<file path="config.mk">
export PLATFORM = sky130hd
export DESIGN_NAME = cps_clock_bus
export DESIGN_NICKNAME = d
export VERILOG_FILES = /design/src/rtl/cps_pkg.sv /design/src/rtl/cps_sync.sv /design/src/rtl/cps_prescaler.sv /design/src/rtl/cps_clock_bus.sv
export SDC_FILE = /design/constraint.sdc
export NUM_CORES = 1
export LEC_CHECK = 0
export BUFFER_PORTS_ARGS = -buffer_cell sky130_fd_sc_hd__buf_4
export CAP_MARGIN = 20
export CORE_AREA = 2 2 92 94
export DETAILED_ROUTE_END_ITERATION = 10
export DIE_AREA = 0 0 94 96
export PLACE_DENSITY = 0.74
export RECOVER_POWER = 25
export SLEW_MARGIN = 20
export SYNTH_ARGS = -nofsm -noshare
export SYNTH_HDL_FRONTEND = slang
export SYNTH_HIERARCHICAL = 1
export SYNTH_SLANG_ARGS = --single-unit
</file>
<file path="constraint.sdc">
create_clock -name core_clk -period 7.3 [get_ports core_clk]
set_input_delay 1.825 -clock core_clk [delete_from_list [all_inputs] [get_ports core_clk]]
set_output_delay 1.825 -clock core_clk [all_outputs]
set_load 0.01 [all_outputs]
</file>
<file path="src/rtl/cps_pkg.sv">
// constants and types for the clock prescaler and bus strobe block
// Functional notes
// outside party holds reset pin high two machine cycles with oscillator running
// watchdog reset turns reset pin into output driving reset level
// address latch pulse runs at osc/6 standard, osc/3 double speed
// each external data access omits exactly one address latch pulse
// auxiliary bit 0 set stops address latch pulse during internal fetches
// external code execution asserts program fetch strobe twice per machine cycle
// data access skips two fetch strobes, uses read or write strobe instead
// program fetch strobe stays inactive for internal code fetches
// data write strobe on port 3 bit 6, read strobe on bit 7
// outside party holds fetch select low for external code in low range
// with security level 1, fetch select latched at reset, later changes ignored
// prescaler between oscillator and core, CPU and peripheral clocks identical
// reset loads reload FFh, clocks osc/2, oscillator chosen as clock output
// any reload value FFh down to 00h accepted as division setting
// reload 00h divides by 1020 standard, 510 double speed
// reload FFh divides by 2 standard, by 1 double speed
// reload register eight bits wide, resets all ones, not bit addressable
// double speed bit picks 6 or 12 periods; reset from config byte
// double speed change applied only on rising edge of osc/2
// end point ratios exact; intermediate ratios linear between them
// new reload takes effect at next prescaler terminal count
`default_nettype none
package cps_pkg;
  localparam logic [7:0]  AUX_CTRL_ADDR    = 8'h8E;
  localparam logic [7:0]  CLK_SPEED_ADDR   = 8'h8F;
  localparam logic [7:0]  CLK_RELOAD_ADDR  = 8'h97;
  localparam logic [7:0]  BLK_STATUS_ADDR  = 8'hC0;
  localparam logic [7:0]  AUX_CTRL_RST     = 8'h00;
  localparam logic [7:0]  CLK_SPEED_RST    = 8'h00;
  localparam logic [7:0]  CLK_RELOAD_RST   = 8'hFF;
  localparam logic [7:0]  CLK_SPEED_MASK   = 8'h7F;
  localparam int          AUX_ALE_OFF_BIT  = 0;
  localparam int          X2_BIT           = 0;
  localparam logic [2:0]  PH_LAST          = 3'h5;
  localparam logic [2:0]  PH_ALE_A         = 3'h0;
  localparam logic [2:0]  PH_ALE_B         = 3'h3;
  localparam logic [1:0]  RESET_HOLD_MC    = 2'h2;
  localparam logic [3:0]  WDT_DRIVE_MC     = 4'h8;
  localparam int          DIV_W            = 11;
  localparam logic [DIV_W-1:0] DIV_RST     = 11'h002;
  typedef enum logic [1:0] {
    CPS_BUS_IDLE = 2'b00,
    CPS_BUS_CODE = 2'b01,
    CPS_BUS_DATA = 2'b11
  } cps_bus_e;
endpackage : cps_pkg
`default_nettype wire

</file>
<file path="src/rtl/cps_sync.sv">
// two flip-flop synchroniser for pin inputs
`default_nettype none
module cps_sync
  import cps_pkg::*;
#(
  parameter int W = 1
) (
  input  wire logic         core_clk,
  input  wire logic [W-1:0] async_i,
  output logic      [W-1:0] sync_o
);
  logic [W-1:0] meta_q;
  genvar g;
  generate
    for (g = 0; g < W; g++) begin : g_bit
      // no reset: pins keep flowing during reset so the fetch select latch sees them
      always_ff @(posedge core_clk) begin
        meta_q[g] <= async_i[g];
        sync_o[g] <= meta_q[g];
      end
    end
  endgenerate
endmodule : cps_sync
`default_nettype wire

</file>
<file path="src/rtl/cps_prescaler.sv">
// oscillator prescaler producing the cpu and peripheral clock enable
`default_nettype none
module cps_prescaler
  import cps_pkg::*;
(
  input  wire logic       core_clk,
  input  wire logic       srst,
  input  wire logic [7:0] reload,
  input  wire logic       x2_req,
  output logic            tick_q,
  output logic            x2_q
);
  logic             half_q;
  logic [DIV_W-1:0] cnt_q;
  logic [DIV_W-1:0] period_q;
  logic [DIV_W-1:0] base;
  logic [DIV_W-1:0] period_d;

  // FFh gives 1, else 2*(255-r): 00h gives 510 (x2) or 1020 (standard)
  always_comb begin
    if (reload == 8'hFF) base = 11'h001;
    else base = {2'b00, 8'hFF - reload, 1'b0};
    period_d = x2_q ? base : {base[DIV_W-2:0], 1'b0};
  end

  always_ff @(posedge core_clk) begin
    if (srst) half_q <= 1'b0;
    else half_q <= ~half_q;
  end

  // sampled only as osc/2 rises, avoiding a clock glitch
  always_ff @(posedge core_clk) begin
    if (srst) x2_q <= 1'b0;
    else if (!half_q) x2_q <= x2_req;
  end

  always_ff @(posedge core_clk) begin
    if (srst) begin
      cnt_q    <= '0;
      period_q <= DIV_RST;
      tick_q   <= 1'b0;
    end else if (cnt_q >= period_q - 11'h001) begin
      cnt_q    <= '0;
      period_q <= period_d;
      tick_q   <= 1'b1;
    end else begin
      cnt_q    <= cnt_q + 11'h001;
      tick_q   <= 1'b0;
    end
  end

  a_x2_half_edge: assert property (@(posedge core_clk) disable iff (srst)
    $changed(x2_q) |-> $past(half_q) == 1'b0)
    else $error("double speed changed off the osc/2 rising edge");

  a_full_rate: assert property (@(posedge core_clk) disable iff (srst)
    (period_q == 11'h001 && tick_q && $past(period_q) == 11'h001) |-> ##1 tick_q)
    else $error("undivided clock enable missed a cycle");
endmodule : cps_prescaler
`default_nettype wire

</file>
<file path="src/rtl/cps_clock_bus.sv">
// clock control registers, machine cycle sequencer and external bus strobes
//
// The plain strobed port was decided locally.
`default_nettype none
module cps_clock_bus
  import cps_pkg::*;
#(
  parameter logic [15:0] ROM_TOP = 16'h3FFF
) (
  input  wire logic        core_clk,
  input  wire logic        srst,
  input  wire logic [7:0]  reg_addr,
  input  wire logic [7:0]  reg_wdata,
  input  wire logic        reg_wr,
  input  wire logic        reg_rd,
  output logic      [7:0]  reg_rdata,
  input  wire logic        hcb_double_speed,
  input  wire logic        security_level1,
  input  wire logic        external_fetch_select_n,
  input  wire logic [15:0] code_addr,
  input  wire logic        xdata_rd_req,
  input  wire logic        xdata_wr_req,
  input  wire logic        wdt_reset_req,
  input  wire logic        rst_pin_i,
  output logic             rst_pin_o,
  output logic             rst_pin_oe_n,
  output logic             sys_reset,
  output logic             cpu_clk_en,
  output logic             periph_clk_en,
  output logic             oscillator_select_signal,
  output logic             address_latch,
  output logic             program_fetch_strobe_n,
  output logic             xdata_wr_strobe_n,
  output logic             xdata_rd_strobe_n,
  output logic             xdata_busy
);
  logic [7:0] aux_q;
  logic [7:0] speed_q;
  logic [7:0] reload_q;
  logic [7:0] rdata_q;
  logic       tick;
  logic       x2_eff;
  logic [1:0] pins_sync;
  logic       rst_in;
  logic       ea_n_in;
  logic [2:0] ph_q;
  logic       mc_end;
  cps_bus_e   st_q;
  cps_bus_e   st_d;
  logic       pend_q;
  logic       pend_wr_q;
  logic       dir_wr_q;
  logic [1:0] hold_q;
  logic       sys_reset_q;
  logic [3:0] drive_q;
  logic       ea_lat_q;
  logic       ea_eff;
  logic       fetch_ext;
  logic       ale_q;
  logic       ale_d;
  logic       program_fetch_strobe_n_q;
  logic       program_fetch_strobe_d;
  logic       rd_n_q;
  logic       wr_n_q;
  logic       strobe_ph;
  logic       rst_o_q;
  logic       rst_oe_n_q;
  logic       clk_sel_q;
  logic       clk_en_q;
  logic       busy_q;

  cps_sync #(
    .W (2)
  ) u_sync (
    .core_clk (core_clk),
    .async_i  ({rst_pin_i, external_fetch_select_n}),
    .sync_o   (pins_sync)
  );

  assign rst_in  = pins_sync[1];
  assign ea_n_in = pins_sync[0];

  cps_prescaler u_prescaler (
    .core_clk (core_clk),
    .srst     (srst),
    .reload   (reload_q),
    .x2_req   (speed_q[X2_BIT]),
    .tick_q   (tick),
    .x2_q     (x2_eff)
  );

  // ---------------- register file ----------------
  always_ff @(posedge core_clk) begin
    if (srst) begin
      aux_q <= AUX_CTRL_RST;
    end else if (reg_wr && reg_addr == AUX_CTRL_ADDR) begin
      aux_q <= reg_wdata;
    end
  end

  // double speed bit reloaded from the config byte on every srst, not on the pin reset
  always_ff @(posedge core_clk) begin
    if (srst) begin
      speed_q <= CLK_SPEED_RST | {7'h00, hcb_double_speed};
    end else if (reg_wr && reg_addr == CLK_SPEED_ADDR) begin
      speed_q <= reg_wdata & CLK_SPEED_MASK;
    end
  end

  always_ff @(posedge core_clk) begin
    if (srst) begin
      reload_q <= CLK_RELOAD_RST;
    end else if (reg_wr && reg_addr == CLK_RELOAD_ADDR) begin
      reload_q <= reg_wdata;
    end
  end

  // read data valid only in the cycle after the strobe; unmapped reads zero
  always_ff @(posedge core_clk) begin
    if (srst) begin
      rdata_q <= 8'h00;
    end else if (reg_rd) begin
      case (reg_addr)
        AUX_CTRL_ADDR:   rdata_q <= aux_q;
        CLK_SPEED_ADDR:  rdata_q <= speed_q;
        CLK_RELOAD_ADDR: rdata_q <= reload_q;
        BLK_STATUS_ADDR: rdata_q <= {4'h0, busy_q, sys_reset_q, ea_eff, x2_eff};
        default:         rdata_q <= 8'h00;
      endcase
    end else begin
      rdata_q <= 8'h00;
    end
  end

  // ---------------- clock outputs ----------------
  always_ff @(posedge core_clk) begin
    if (srst) begin
      clk_sel_q <= 1'b0;
      clk_en_q  <= 1'b0;
    end else begin
      clk_sel_q <= 1'b0;
      clk_en_q  <= tick;
    end
  end

  // ---------------- machine cycle phases ----------------
  assign mc_end = tick && (ph_q == PH_LAST);

  always_ff @(posedge core_clk) begin
    if (srst) begin
      ph_q <= 3'h0;
    end else if (tick) begin
      ph_q <= mc_end ? 3'h0 : ph_q + 3'h1;
    end
  end

  // ---------------- reset pin ----------------
  always_ff @(posedge core_clk) begin
    if (srst) begin
      hold_q      <= 2'h0;
      sys_reset_q <= 1'b0;
    end else if (!rst_in) begin
      hold_q      <= 2'h0;
      sys_reset_q <= 1'b0;
    end else if (mc_end && hold_q != RESET_HOLD_MC) begin
      hold_q      <= hold_q + 2'h1;
      sys_reset_q <= (hold_q + 2'h1) == RESET_HOLD_MC;
    end
  end

  always_ff @(posedge core_clk) begin
    if (srst) begin
      drive_q    <= 4'h0;
      rst_o_q    <= 1'b0;
      rst_oe_n_q <= 1'b1;
    end else begin
      if (wdt_reset_req) begin
        drive_q <= WDT_DRIVE_MC;
      end else if (mc_end && drive_q != 4'h0) begin
        drive_q <= drive_q - 4'h1;
      end
      rst_o_q    <= wdt_reset_req || drive_q != 4'h0;
      rst_oe_n_q <= !(wdt_reset_req || drive_q != 4'h0);
    end
  end

  // ---------------- external fetch select ----------------
  always_ff @(posedge core_clk) begin
    if (srst || sys_reset_q) begin
      ea_lat_q <= ea_n_in;
    end
  end

  assign ea_eff    = security_level1 ? ea_lat_q : ea_n_in;
  assign fetch_ext = !ea_eff || (code_addr > ROM_TOP);

  // ---------------- data access requests ----------------
  // a new request in the cycle the old one is taken is kept
  always_ff @(posedge core_clk) begin
    if (srst) begin
      pend_q    <= 1'b0;
      pend_wr_q <= 1'b0;
    end else if (xdata_rd_req || xdata_wr_req) begin
      pend_q    <= 1'b1;
      pend_wr_q <= xdata_wr_req;
    end else if (mc_end) begin
      pend_q    <= 1'b0;
    end
  end

  // ---------------- bus cycle sequencer ----------------
  always_comb begin
    if (pend_q) st_d = CPS_BUS_DATA;
    else if (fetch_ext) st_d = CPS_BUS_CODE;
    else st_d = CPS_BUS_IDLE;
  end

  always_ff @(posedge core_clk) begin
    if (srst) begin
      st_q     <= CPS_BUS_IDLE;
      dir_wr_q <= 1'b0;
      busy_q   <= 1'b0;
    end else if (mc_end) begin
      st_q     <= st_d;
      dir_wr_q <= pend_wr_q;
      busy_q   <= pend_q;
    end
  end

  // ---------------- strobe decode ----------------
  always_comb begin
    ale_d     = 1'b0;
    program_fetch_strobe_d    = 1'b0;
    strobe_ph = (ph_q != 3'h0) && (ph_q != PH_LAST);
    case (st_q)
      CPS_BUS_IDLE: begin
        ale_d = !aux_q[AUX_ALE_OFF_BIT] &&
                (ph_q == PH_ALE_A || ph_q == PH_ALE_B);
      end
      CPS_BUS_CODE: begin
        ale_d  = (ph_q == PH_ALE_A || ph_q == PH_ALE_B);
        program_fetch_strobe_d = (ph_q != PH_ALE_A && ph_q != PH_ALE_B);
      end
      CPS_BUS_DATA: begin
        ale_d = (ph_q == PH_ALE_A);
      end
      default: begin
        ale_d  = 1'b0;
        program_fetch_strobe_d = 1'b0;
      end
    endcase
  end

  always_ff @(posedge core_clk) begin
    if (srst || sys_reset_q) begin
      ale_q    <= 1'b0;
      program_fetch_strobe_n_q <= 1'b1;
      rd_n_q   <= 1'b1;
      wr_n_q   <= 1'b1;
    end else begin
      ale_q    <= ale_d;
      program_fetch_strobe_n_q <= !program_fetch_strobe_d;
      rd_n_q   <= !(st_q == CPS_BUS_DATA && !dir_wr_q && strobe_ph);
      wr_n_q   <= !(st_q == CPS_BUS_DATA && dir_wr_q && strobe_ph);
    end
  end

  assign reg_rdata                = rdata_q;
  assign cpu_clk_en               = clk_en_q;
  assign periph_clk_en            = clk_en_q;
  assign oscillator_select_signal = clk_sel_q;
  assign rst_pin_o                = rst_o_q;
  assign rst_pin_oe_n             = rst_oe_n_q;
  assign sys_reset                = sys_reset_q;
  assign address_latch            = ale_q;
  assign program_fetch_strobe_n   = program_fetch_strobe_n_q;
  assign xdata_wr_strobe_n        = wr_n_q;
  assign xdata_rd_strobe_n        = rd_n_q;
  assign xdata_busy               = busy_q;

  // ---------------- checks ----------------
  a_data_ale_skip: assert property (@(posedge core_clk) disable iff (srst)
    (st_q == CPS_BUS_DATA && ph_q == PH_ALE_B && !sys_reset_q) |-> ##1 !ale_q)
    else $error("address latch pulse not omitted in data cycle");

  a_ale_inhibit_idle: assert property (@(posedge core_clk) disable iff (srst)
    (st_q == CPS_BUS_IDLE && aux_q[AUX_ALE_OFF_BIT]) |-> ##1 !ale_q)
    else $error("address latch pulse during internal fetch while inhibited");

  a_ale_rate_code: assert property (@(posedge core_clk) disable iff (srst)
    (st_q == CPS_BUS_CODE && ph_q == PH_ALE_B && !sys_reset_q) |-> ##1 ale_q)
    else $error("address latch pulse missing in code cycle");

  a_program_fetch_strobe_code_on: assert property (@(posedge core_clk) disable iff (srst)
    (st_q == CPS_BUS_CODE && ph_q == 3'h4 && !sys_reset_q) |-> ##1 !program_fetch_strobe_n_q)
    else $error("fetch strobe missing in external code cycle");

  a_program_fetch_strobe_internal: assert property (@(posedge core_clk) disable iff (srst)
    (st_q != CPS_BUS_CODE) |-> ##1 program_fetch_strobe_n_q)
    else $error("fetch strobe active outside external code cycle");

  a_data_rd_strobe: assert property (@(posedge core_clk) disable iff (srst)
    (st_q == CPS_BUS_DATA && !dir_wr_q && ph_q == 3'h2 && !sys_reset_q)
      |-> ##1 (!rd_n_q && wr_n_q && program_fetch_strobe_n_q))
    else $error("read strobe wrong in data read cycle");

  a_wdt_drive_pin: assert property (@(posedge core_clk) disable iff (srst)
    wdt_reset_req |-> ##1 (!rst_pin_oe_n && rst_pin_o) [*2])
    else $error("reset pin not driven after watchdog reset");

  a_reset_two_mc: assert property (@(posedge core_clk) disable iff (srst)
    (rst_in && mc_end && hold_q == 2'h1) |-> ##1 sys_reset_q)
    else $error("reset not taken after two machine cycles");

  a_ea_latched: assert property (@(posedge core_clk) disable iff (srst)
    (!sys_reset_q && !$past(sys_reset_q) && !$past(srst)) |-> $stable(ea_lat_q))
    else $error("latched fetch select changed outside reset");

  a_data_wr_strobe: assert property (@(posedge core_clk) disable iff (srst)
    (st_q == CPS_BUS_DATA && dir_wr_q && ph_q == 3'h2 && !sys_reset_q)
      |-> ##1 (!wr_n_q && rd_n_q && program_fetch_strobe_n_q))
    else $error("write strobe wrong in data write cycle");

  a_data_cycle_start: assert property (@(posedge core_clk) disable iff (srst)
    (mc_end && pend_q) |-> ##1 (st_q == CPS_BUS_DATA && xdata_busy))
    else $error("pending data access not started at machine cycle end");

  a_ale_phase_zero: assert property (@(posedge core_clk) disable iff (srst)
    (st_q != CPS_BUS_IDLE && ph_q == PH_ALE_A && !sys_reset_q) |-> ##1 ale_q)
    else $error("address latch pulse missing in phase zero");

  a_ale_idle_on: assert property (@(posedge core_clk) disable iff (srst)
    (st_q == CPS_BUS_IDLE && !aux_q[AUX_ALE_OFF_BIT] && ph_q == PH_ALE_B && !sys_reset_q)
      |-> ##1 ale_q)
    else $error("address latch pulse missing while not inhibited");

  a_code_select: assert property (@(posedge core_clk) disable iff (srst)
    (mc_end && !pend_q && fetch_ext) |-> ##1 (st_q == CPS_BUS_CODE))
    else $error("external code cycle not chosen");

  a_reset_strobes_off: assert property (@(posedge core_clk) disable iff (srst)
    sys_reset_q |-> ##1 (!ale_q && program_fetch_strobe_n_q && rd_n_q && wr_n_q))
    else $error("bus strobe active during internal reset");

  a_wdt_pin_release: assert property (@(posedge core_clk) disable iff (srst)
    (drive_q == 4'h0 && !wdt_reset_req) |-> ##1 rst_pin_oe_n)
    else $error("reset pin still driven after watchdog drive time");
endmodule : cps_clock_bus
`default_nettype wire

</file>
# == Yosys cells after proc, flatten, opt, wreduce, memory -nomap -nowiden ==
# Index checks and enable logic that the tools add are counted.
# classes
addsub,6
magnitude_cmp,2
eq_ne,13
muxes,16
bitwise,3
reduce_logical,36
# ops
op,n
"== test 8 bit, second input constant",5
one-hot mux 8 bit (4 select lines),1
"greater-than comparator 16 x 14 -> 1 bit, second input constant",1
logical AND 1 bit,13
"adder 11 x 1 -> 11 bit, second input constant",1
greater-or-equal comparator 11 bit,1
"subtractor 11 x 1 -> 11 bit, second input constant",1
two-way mux 10 bit,1
two-way mux 9 bit,1
two-way mux 1 bit,8
two-way mux 4 bit,2
OR reduction 2 bit,4
"subtractor 8 bit, first input constant",1
zero test 1 bit,7
nonzero test 2 bit,3
logical OR 1 bit,5
"== test 2 bit, second input constant",2
nonzero test 4 bit,1
"subtractor 4 x 1 -> 4 bit, second input constant",1
"adder 3 x 1 -> 3 bit, second input constant",1
"== test 3 x 2 -> 1 bit, second input constant",1
"== test 3 bit, second input constant",1
zero test 3 bit,1
two-way mux 3 bit,1
other kinds (10),12
# totals
register_bits,84
input_bits,43
out_inout_bits,19
elab_cells,108

# == Longest topological paths before layout ==
# Gate-level depths: netlist of the first run.
# depth
word_depth,5
depth_mapped,13
depth_no_buf,11

# == By module ==
# The synthesis of the first run kept the hierarchy.
# by_module_without_submodules
mod,n_inst,cells_each,area_per_inst_um2,seq_area_each_um2
cps_clock_bus,1,263,2342.2,1101.1
cps_prescaler,1,167,1493.9,480.5
cps_sync,1,4,80.1,80.1

# == Least setup slack after synthesis of the first run ==
# No wires, ideal clock.
# synth_timing
path_kind,input to register
start,input reg_addr[5]
end,"register speed_q[0], enable pin"
setup_ps,295
arrival_time_ps,2620
required_ps,7005
slack_ps,4385
cell_stages,4
n_path_buf,1
path_cell_list,and4bb_2 -> buf_2 -> nand3_1 -> nand2_1
# synth_between
elab_chain_cells,3
# synth_lines
item,line,rtl
from (decl),cps_clock_bus.sv:12,"input wire logic [7:0] reg_addr,"
== test 8 bit,cps_clock_bus.sv:105,end else if (reg_wr && reg_addr == CLK_SPEED_ADDR) begin
logical AND 1 bit,cps_clock_bus.sv:105,
nonzero test 2 bit (no line),--,
to (signal assigned),cps_clock_bus.sv:104,"speed_q <= CLK_SPEED_RST | {7'h00, hcb_double_speed};"
to (signal assigned),cps_clock_bus.sv:106,speed_q <= reg_wdata & CLK_SPEED_MASK;
to (decl),cps_clock_bus.sv:38,logic [7:0] speed_q;
# No other way between the ends.
# A chain may end at the register's enable or synchronous reset.

# == Worst setup path in the final report of the first run ==
# layout_timing
start,input srst
end,"register speed_q[0], enable pin"
# layout_between
elab_chain_cells,1
# layout_lines
item,line,rtl
from (decl),cps_clock_bus.sv:11,"input wire logic srst,"
nonzero test 2 bit (no line),--,
# No other way between the ends.

==> impl_metrics.tcl, run 1 <==
set metrics [dict create \
    ioPinCount 62 \
    fp.dieW_um 94 \
    ys_warn_count 6 \
    port_buffers 46 \
    clock_latency_ns 0.36 \
    post-dp-hpwl_um 5870 \
    grt_pass1_vias 2992 \
    h-tree-depth 3 \
    syn_inst 434 \
    drt-pass1-iter-count 4 \
    power_density_nw_per_um2 292 \
    tns_ns 0 \
    dpl_cell_area_um2 4280 \
    synth_common_cells "dfxtp_1 (80), nand2_1 (64), a21oi_1 (33)" \
    root_buffer "clkbuf_8" \
    grt_start_max_net_pins 60 \
    maxSlewViolCount 60 \
    syn_avg_cell_area_um2 9.02 \
    vias 3131 \
    synth_compound_area_frac 0.137 \
    synth_nets 498 \
    drc 0 \
    hold_path_class "reg2reg" \
    clockBufferDepth 2 \
    worstSetupEndpointType "flip-flop" \
    drv_cap 1 \
    period_needed_ns 4.75 \
    synthTopCellsByArea "dfxtp_1 (41%), ha_1 (6.7%), nand2_1 (6.1%)" \
    die_area_um2 9020 \
    initial_core_util 0.486 \
    drive_above_1_share 0.177 \
    vias_per_cell 5.40 \
    grt_overflow 0 \
    synth.most_common_cell "dfxtp_1" \
    synthAdderAreaFrac 0.0671 \
    rsz0062_at_grt "no" \
    min_period_over_period 0.651 \
    cts_sinks 82 \
    ir_drop_v 0.000146 \
    nNetsFinal 534 \
    path_class "in2reg" \
    dp.cells 564 \
    muxShareOfSynthArea 0.0288 \
    antenna_cells 0 \
    cts.clk_slew.worst_paths_ns 0.08 \
    synth_top_area_frac 0.409 \
    cts_hold_buf 0 \
    cp.required_ns 7.36 \
    yosys.cell_types.count 59 \
    fill_cells 725 \
    cts_resized 0 \
    status "complete, but fails checks" \
    hold_violations 0 \
    ant_nets 0 \
    cts_tree "done" \
    synth_edf_count 2 \
    areaGrowthSynthToFinish_pct 14.2 \
    drt_iter0_markers 176 \
    p_leak_uw 0.00173 \
    cts-buffers-inserted 9 \
    final_util 0.555 \
    cp.arrival_ns 4.81 \
    ys_ff_latch 82 \
    setup_viol 0 \
    syn_area_um2 3920 \
    cts_setup_buffers 0 \
    ys.flop_type "dfxtp_1" \
    worst_pin_slew_ns 2.84 \
    stdcell_area_um2 4470 \
    std_cell_rows 33 \
    gp_congestion 0.787 \
    async_reset_ff_frac 0 \
    seq_area_frac_synth 0.424 \
    violations "capacitance limit, slew limit" \
    post_drt_wl_per_cell_um 13.8 \
    hold_ws_ns 0.334 \
    synth_xor_area_frac 0.0470 \
    slew-limit-headroom -0.891 \
    antenna_found_initial 0 \
    drt-total-wl_um 8000 \
    stdcell_count 580 \
    grt_util_all_layers 0.191 \
    grt_first_pass_wirelength_um 13700 \
    fmax_mhz 211 \
    fin_skew_ns 0.0141 \
    die_h_um 96 \
    synth_top_family_by_area "simple AND/OR/NAND/NOR gates" \
    core_um2 8050 \
    yosys.area_share.simple 0.248 \
    synth_largest_area_cell "dfxtp_1" \
    cp_max_fo 59 \
    startpoint_type "primary input" \
]
final timing paths:
kind,startpoint,slack [ns],cells after the start,end
setup / recovery,srst,2.55,3,speed_q[0]$_DFFE_PP_
hold reg to reg,u_sync/meta_q[1]$_DFF_P_,0.33,0,u_sync/sync_o[1]$_DFF_P_
setup reg to reg,u_prescaler/period_q[2]$_SDFFE_PP0P_,4.55,10,u_prescaler/period_q[0]$_SDFFE_PP0P_
hold / removal,u_sync/meta_q[1]$_DFF_P_,0.33,0,u_sync/sync_o[1]$_DFF_P_
layer usage:
layer,part of all wire,up-vias,track usage
met4,0.016,0,0.0725
met5,0,-,0
met1,0.45,1469,0.243
met3,0.033,11,0.0345
met2,0.50,58,0.323
li1,-,1593,-
registers in the layout, summed over array words and instances, names as in the netlist, 2 cells and up:
| name | flops |
|---|---|
| u_prescaler/period_q | 10 |
| aux_q | 8 |
| st_q | 2 |
| ph_q | 3 |
| u_sync/meta_q | 2 |
| reload_q | 8 |
| speed_q | 7 |
| u_sync/sync_o | 2 |
| drive_q | 4 |
| hold_q | 2 |
| reg_rdata | 8 |
| u_prescaler/cnt_q | 11 |
cell type report:
type                       instances  area, um^2  share of cell area
clock buffer                       9         124              0.0277
tap                              105         131              0.0294
sequential                        82        1660               0.372
inverter                          18        67.6              0.0151
multi-input combinational        313        2070               0.464
timing repair buffer              46         330              0.0739
clock inverter                     7        83.8              0.0187
stage by stage:
stage	power [uW]	setup slack [ns]
detailed placement	976	4.00
global placement	959	4.02
CTS	1320	4.38
global route	1390	2.25
finish	1310	2.55
floorplan	930	4.39
cell families (layout without fill, tap and decap cells):
kind of cell,after synthesis,count (layout)
AOI/OAI and AO/OA,79,79
xor gates and xnor gates,21,21
other,1,1
muxes,11,11
buffers and inverters,39,80
DFF,82,82
and+or+nand+nor,180,180
adders and majority gates,21,21
power breakdown:
group	internal, uW	leakage (uW)	switching [uW]	total, uW
Sequential	476	0.000670	28.1	504
Clock	165	0.000103	178	343
Combinational	159	0.000953	301	460
worst max-delay path: stages:
cell      delay, ns
clkbuf_1       1.96
inv_1          0.75
nand2_1        0.23
placed cells by master (no fill, tap or decap), types with 2 or more instances in the layout:
master,n
edfxtp_1,2
xor2_1,10
nor4b_4,2
and2_1,3
nor3_1,6
xnor2_1,11
a22o_1,7
nor2b_1,7
nand4_1,6
inv_6,3
a22oi_1,4
and3_1,5
o21ai_0,12
o21ai_1,2
a211oi_1,3
clkbuf_8,9
mux2_2,2
nand2b_1,5
nor3_2,10
dfxtp_1,80
a21oi_2,2
nand2_1,64
and4bb_1,2
mux2i_1,9
nor4_1,4
a222oi_1,4
nor2_1,28
clkbuf_1,4
nand3_1,26
inv_1,18
buf_4,40
ha_1,21
a21oi_1,33
clkbuf_4,2
(Power assumes the default switching activity.)
==> run 2, diff against run 1 <==
PLACE_DENSITY = 0.77   (was 0.74)
clock period = 4.3 ns   (was 7.3 ns; I/O delays follow)
==> run 2 against run 1 <==
  * The run now ends clean
  * Non-clock buffer count unchanged
  * Sequential share of layout area is 0.094 points higher
  * Combinational power rose by 67%
  * Total power is 67% higher
  * Clock power up 62%
  * Flip-flop and latch count stayed put
  * Clock skew down 0.0065 ns
  * Final cell count is the same
  * Global-route usage rose by 0.072 points
  * Cell area is 0.25% lower
  * Routed wire length grew 2.0%
==> impl_metrics.tcl, run 2 (synthesis results as in run 1) <==
set metrics [dict create \
    drt_iter0_markers 181 \
    drv_cap 0 \
    cts_sinks 82 \
    cts-buffers-inserted 9 \
    post_drt_wl_per_cell_um 14.1 \
    cts_resized 0 \
    core_um2 8050 \
    busiest_layer "met2" \
    grt_util_all_layers 0.191 \
    cts_hold_buf 0 \
    final_util 0.554 \
    hold_violations 0 \
    die_area_um2 9020 \
    layout_common_cells "dfxtp_1 (80), nand2_1 (64), buf_4 (39)" \
    largest_reg_flops 11 \
    multi_input_area_um2 2070 \
    regMostFlops "u_prescaler/cnt_q" \
    ir_drop_v 0.000279 \
    nNetsFinal 534 \
    vias_per_cell 5.39 \
    maxSlewViolCount 0 \
    initial_core_util 0.486 \
    ioPinCount 62 \
    gp_congestion 0.811 \
    period_needed_ns 2.69 \
    fill_cells 726 \
    cp.arrival_ns 2.96 \
    power_density_nw_per_um2 488 \
    grt_first_pass_wirelength_um 13600 \
    grt_use_met1 0.228 \
    grt_overflow 0 \
    worstSetupEndpointType "flip-flop" \
    grt_start_max_net_pins 60 \
    areaGrowthSynthToFinish_pct 13.9 \
    cp.required_ns 4.57 \
    grt_util_met2 0.343 \
    use_met3 0.0274 \
    clock_latency_ns 0.36 \
    slew-limit-headroom 0.562 \
    port_buffers 46 \
    vias 3126 \
    path_cells "nor4_2, nand2_1, nor3_1, xnor2_1, ha_1, a21oi_1, o21a_1, o31a_1, nand2_4, o31ai_1" \
    ant_nets 0 \
    tns_ns 0 \
    std_cell_rows 33 \
    min_period_over_period 0.626 \
    fp.dieW_um 94 \
    drive_above_1_share 0.173 \
    hold_ws_ns 0.333 \
    drt-pass1-iter-count 5 \
    cts.clk_slew.worst_paths_ns 0.09 \
    status "finished, final reports clean" \
    largest_registers "u_prescaler/cnt_q (11), u_prescaler/period_q (10)" \
    startpoint_type "flip-flop" \
    rr_worst_depth 10 \
    cpPeakStageDelay_ns 0.37 \
    fin_skew_ns 0.00758 \
    critPathSlowestCell "dfxtp_1" \
    clockBufferDepth 2 \
    grt_pass1_vias 3025 \
    hold_path_class "reg2reg" \
    setup_viol 0 \
    worst_pin_slew_ns 0.657 \
    root_buffer "clkbuf_8" \
    path_class "reg2reg" \
    die_h_um 96 \
    p_leak_uw 0.00172 \
    cp_max_fo 14 \
    drc 0 \
    drt-total-wl_um 8160 \
    rsz0062_at_grt "no" \
    layout.cells.most_common "dfxtp_1" \
    min_path_cells 0 \
    antenna_found_initial 0 \
    fmax_mhz 371 \
    antenna_cells 0 \
    cts_tree "done" \
    post-dp-hpwl_um 5980 \
    cts_setup_buffers 0 \
    h-tree-depth 3 \
    register_area_um2 1660 \
]
==> run 2: critical path, delay by kind of cell, from the launching register on <==
family / cells / cell delay [ns]
simple gates: 4 / 0.93
compound gates: 4 / 0.89
flops: 1 / 0.37
fa+ha+maj: 1 / 0.27
xor+xnor: 1 / 0.15
==> run 2: worst paths after layout <==
kind | start | endpoint | slack (ns)
max | u_prescaler/period_q[2]$_SDFFE_PP0P_ | u_prescaler/period_q[0]$_SDFFE_PP0P_ | 1.61
min | u_sync/meta_q[1]$_DFF_P_ | u_sync/sync_o[1]$_DFF_P_ | 0.33
max reg2reg | u_prescaler/period_q[2]$_SDFFE_PP0P_ | u_prescaler/period_q[0]$_SDFFE_PP0P_ | 1.61
min reg2reg | u_sync/meta_q[1]$_DFF_P_ | u_sync/sync_o[1]$_DFF_P_ | 0.33
==> run 2: report_power, final <==
group	leakage [uW]	internal (uW)	switching [uW]
clock	0.000104	256	301
sequential	0.000670	807	47.6
combinational	0.000950	268	498
==> run 2: per-stage QoR <==
stage | area (um^2) | power (uW) | std cells | setup slack (ns)
CTS | 4480 | 2200 | 580 | 1.59
global route | 4460 | 2330 | 580 | 1.32
floorplan | 3920 | 1580 | 434 | 1.94
finish | 4460 | 2180 | 580 | 1.61
detailed placement | 4280 | 1650 | 564 | 1.60
global placement | 4280 | 1620 | 564 | 1.66
==> run 2: final cells by class <==
type / instances / area share
flip-flops and latches: 82 / 0.373
clock buffers: 10 / 0.0334
repair buffers: 46 / 0.0732
well taps: 105 / 0.0295
multi-input cells: 313 / 0.464
clock inverters: 6 / 0.0123
inverters: 18 / 0.0151
==> run 2: metal layers <==
metal / vias up / share of wire
met5: - / 0
met4: 0 / 0.015
met3: 11 / 0.033
met2: 69 / 0.53
met1: 1454 / 0.42
li1: 1592 / -
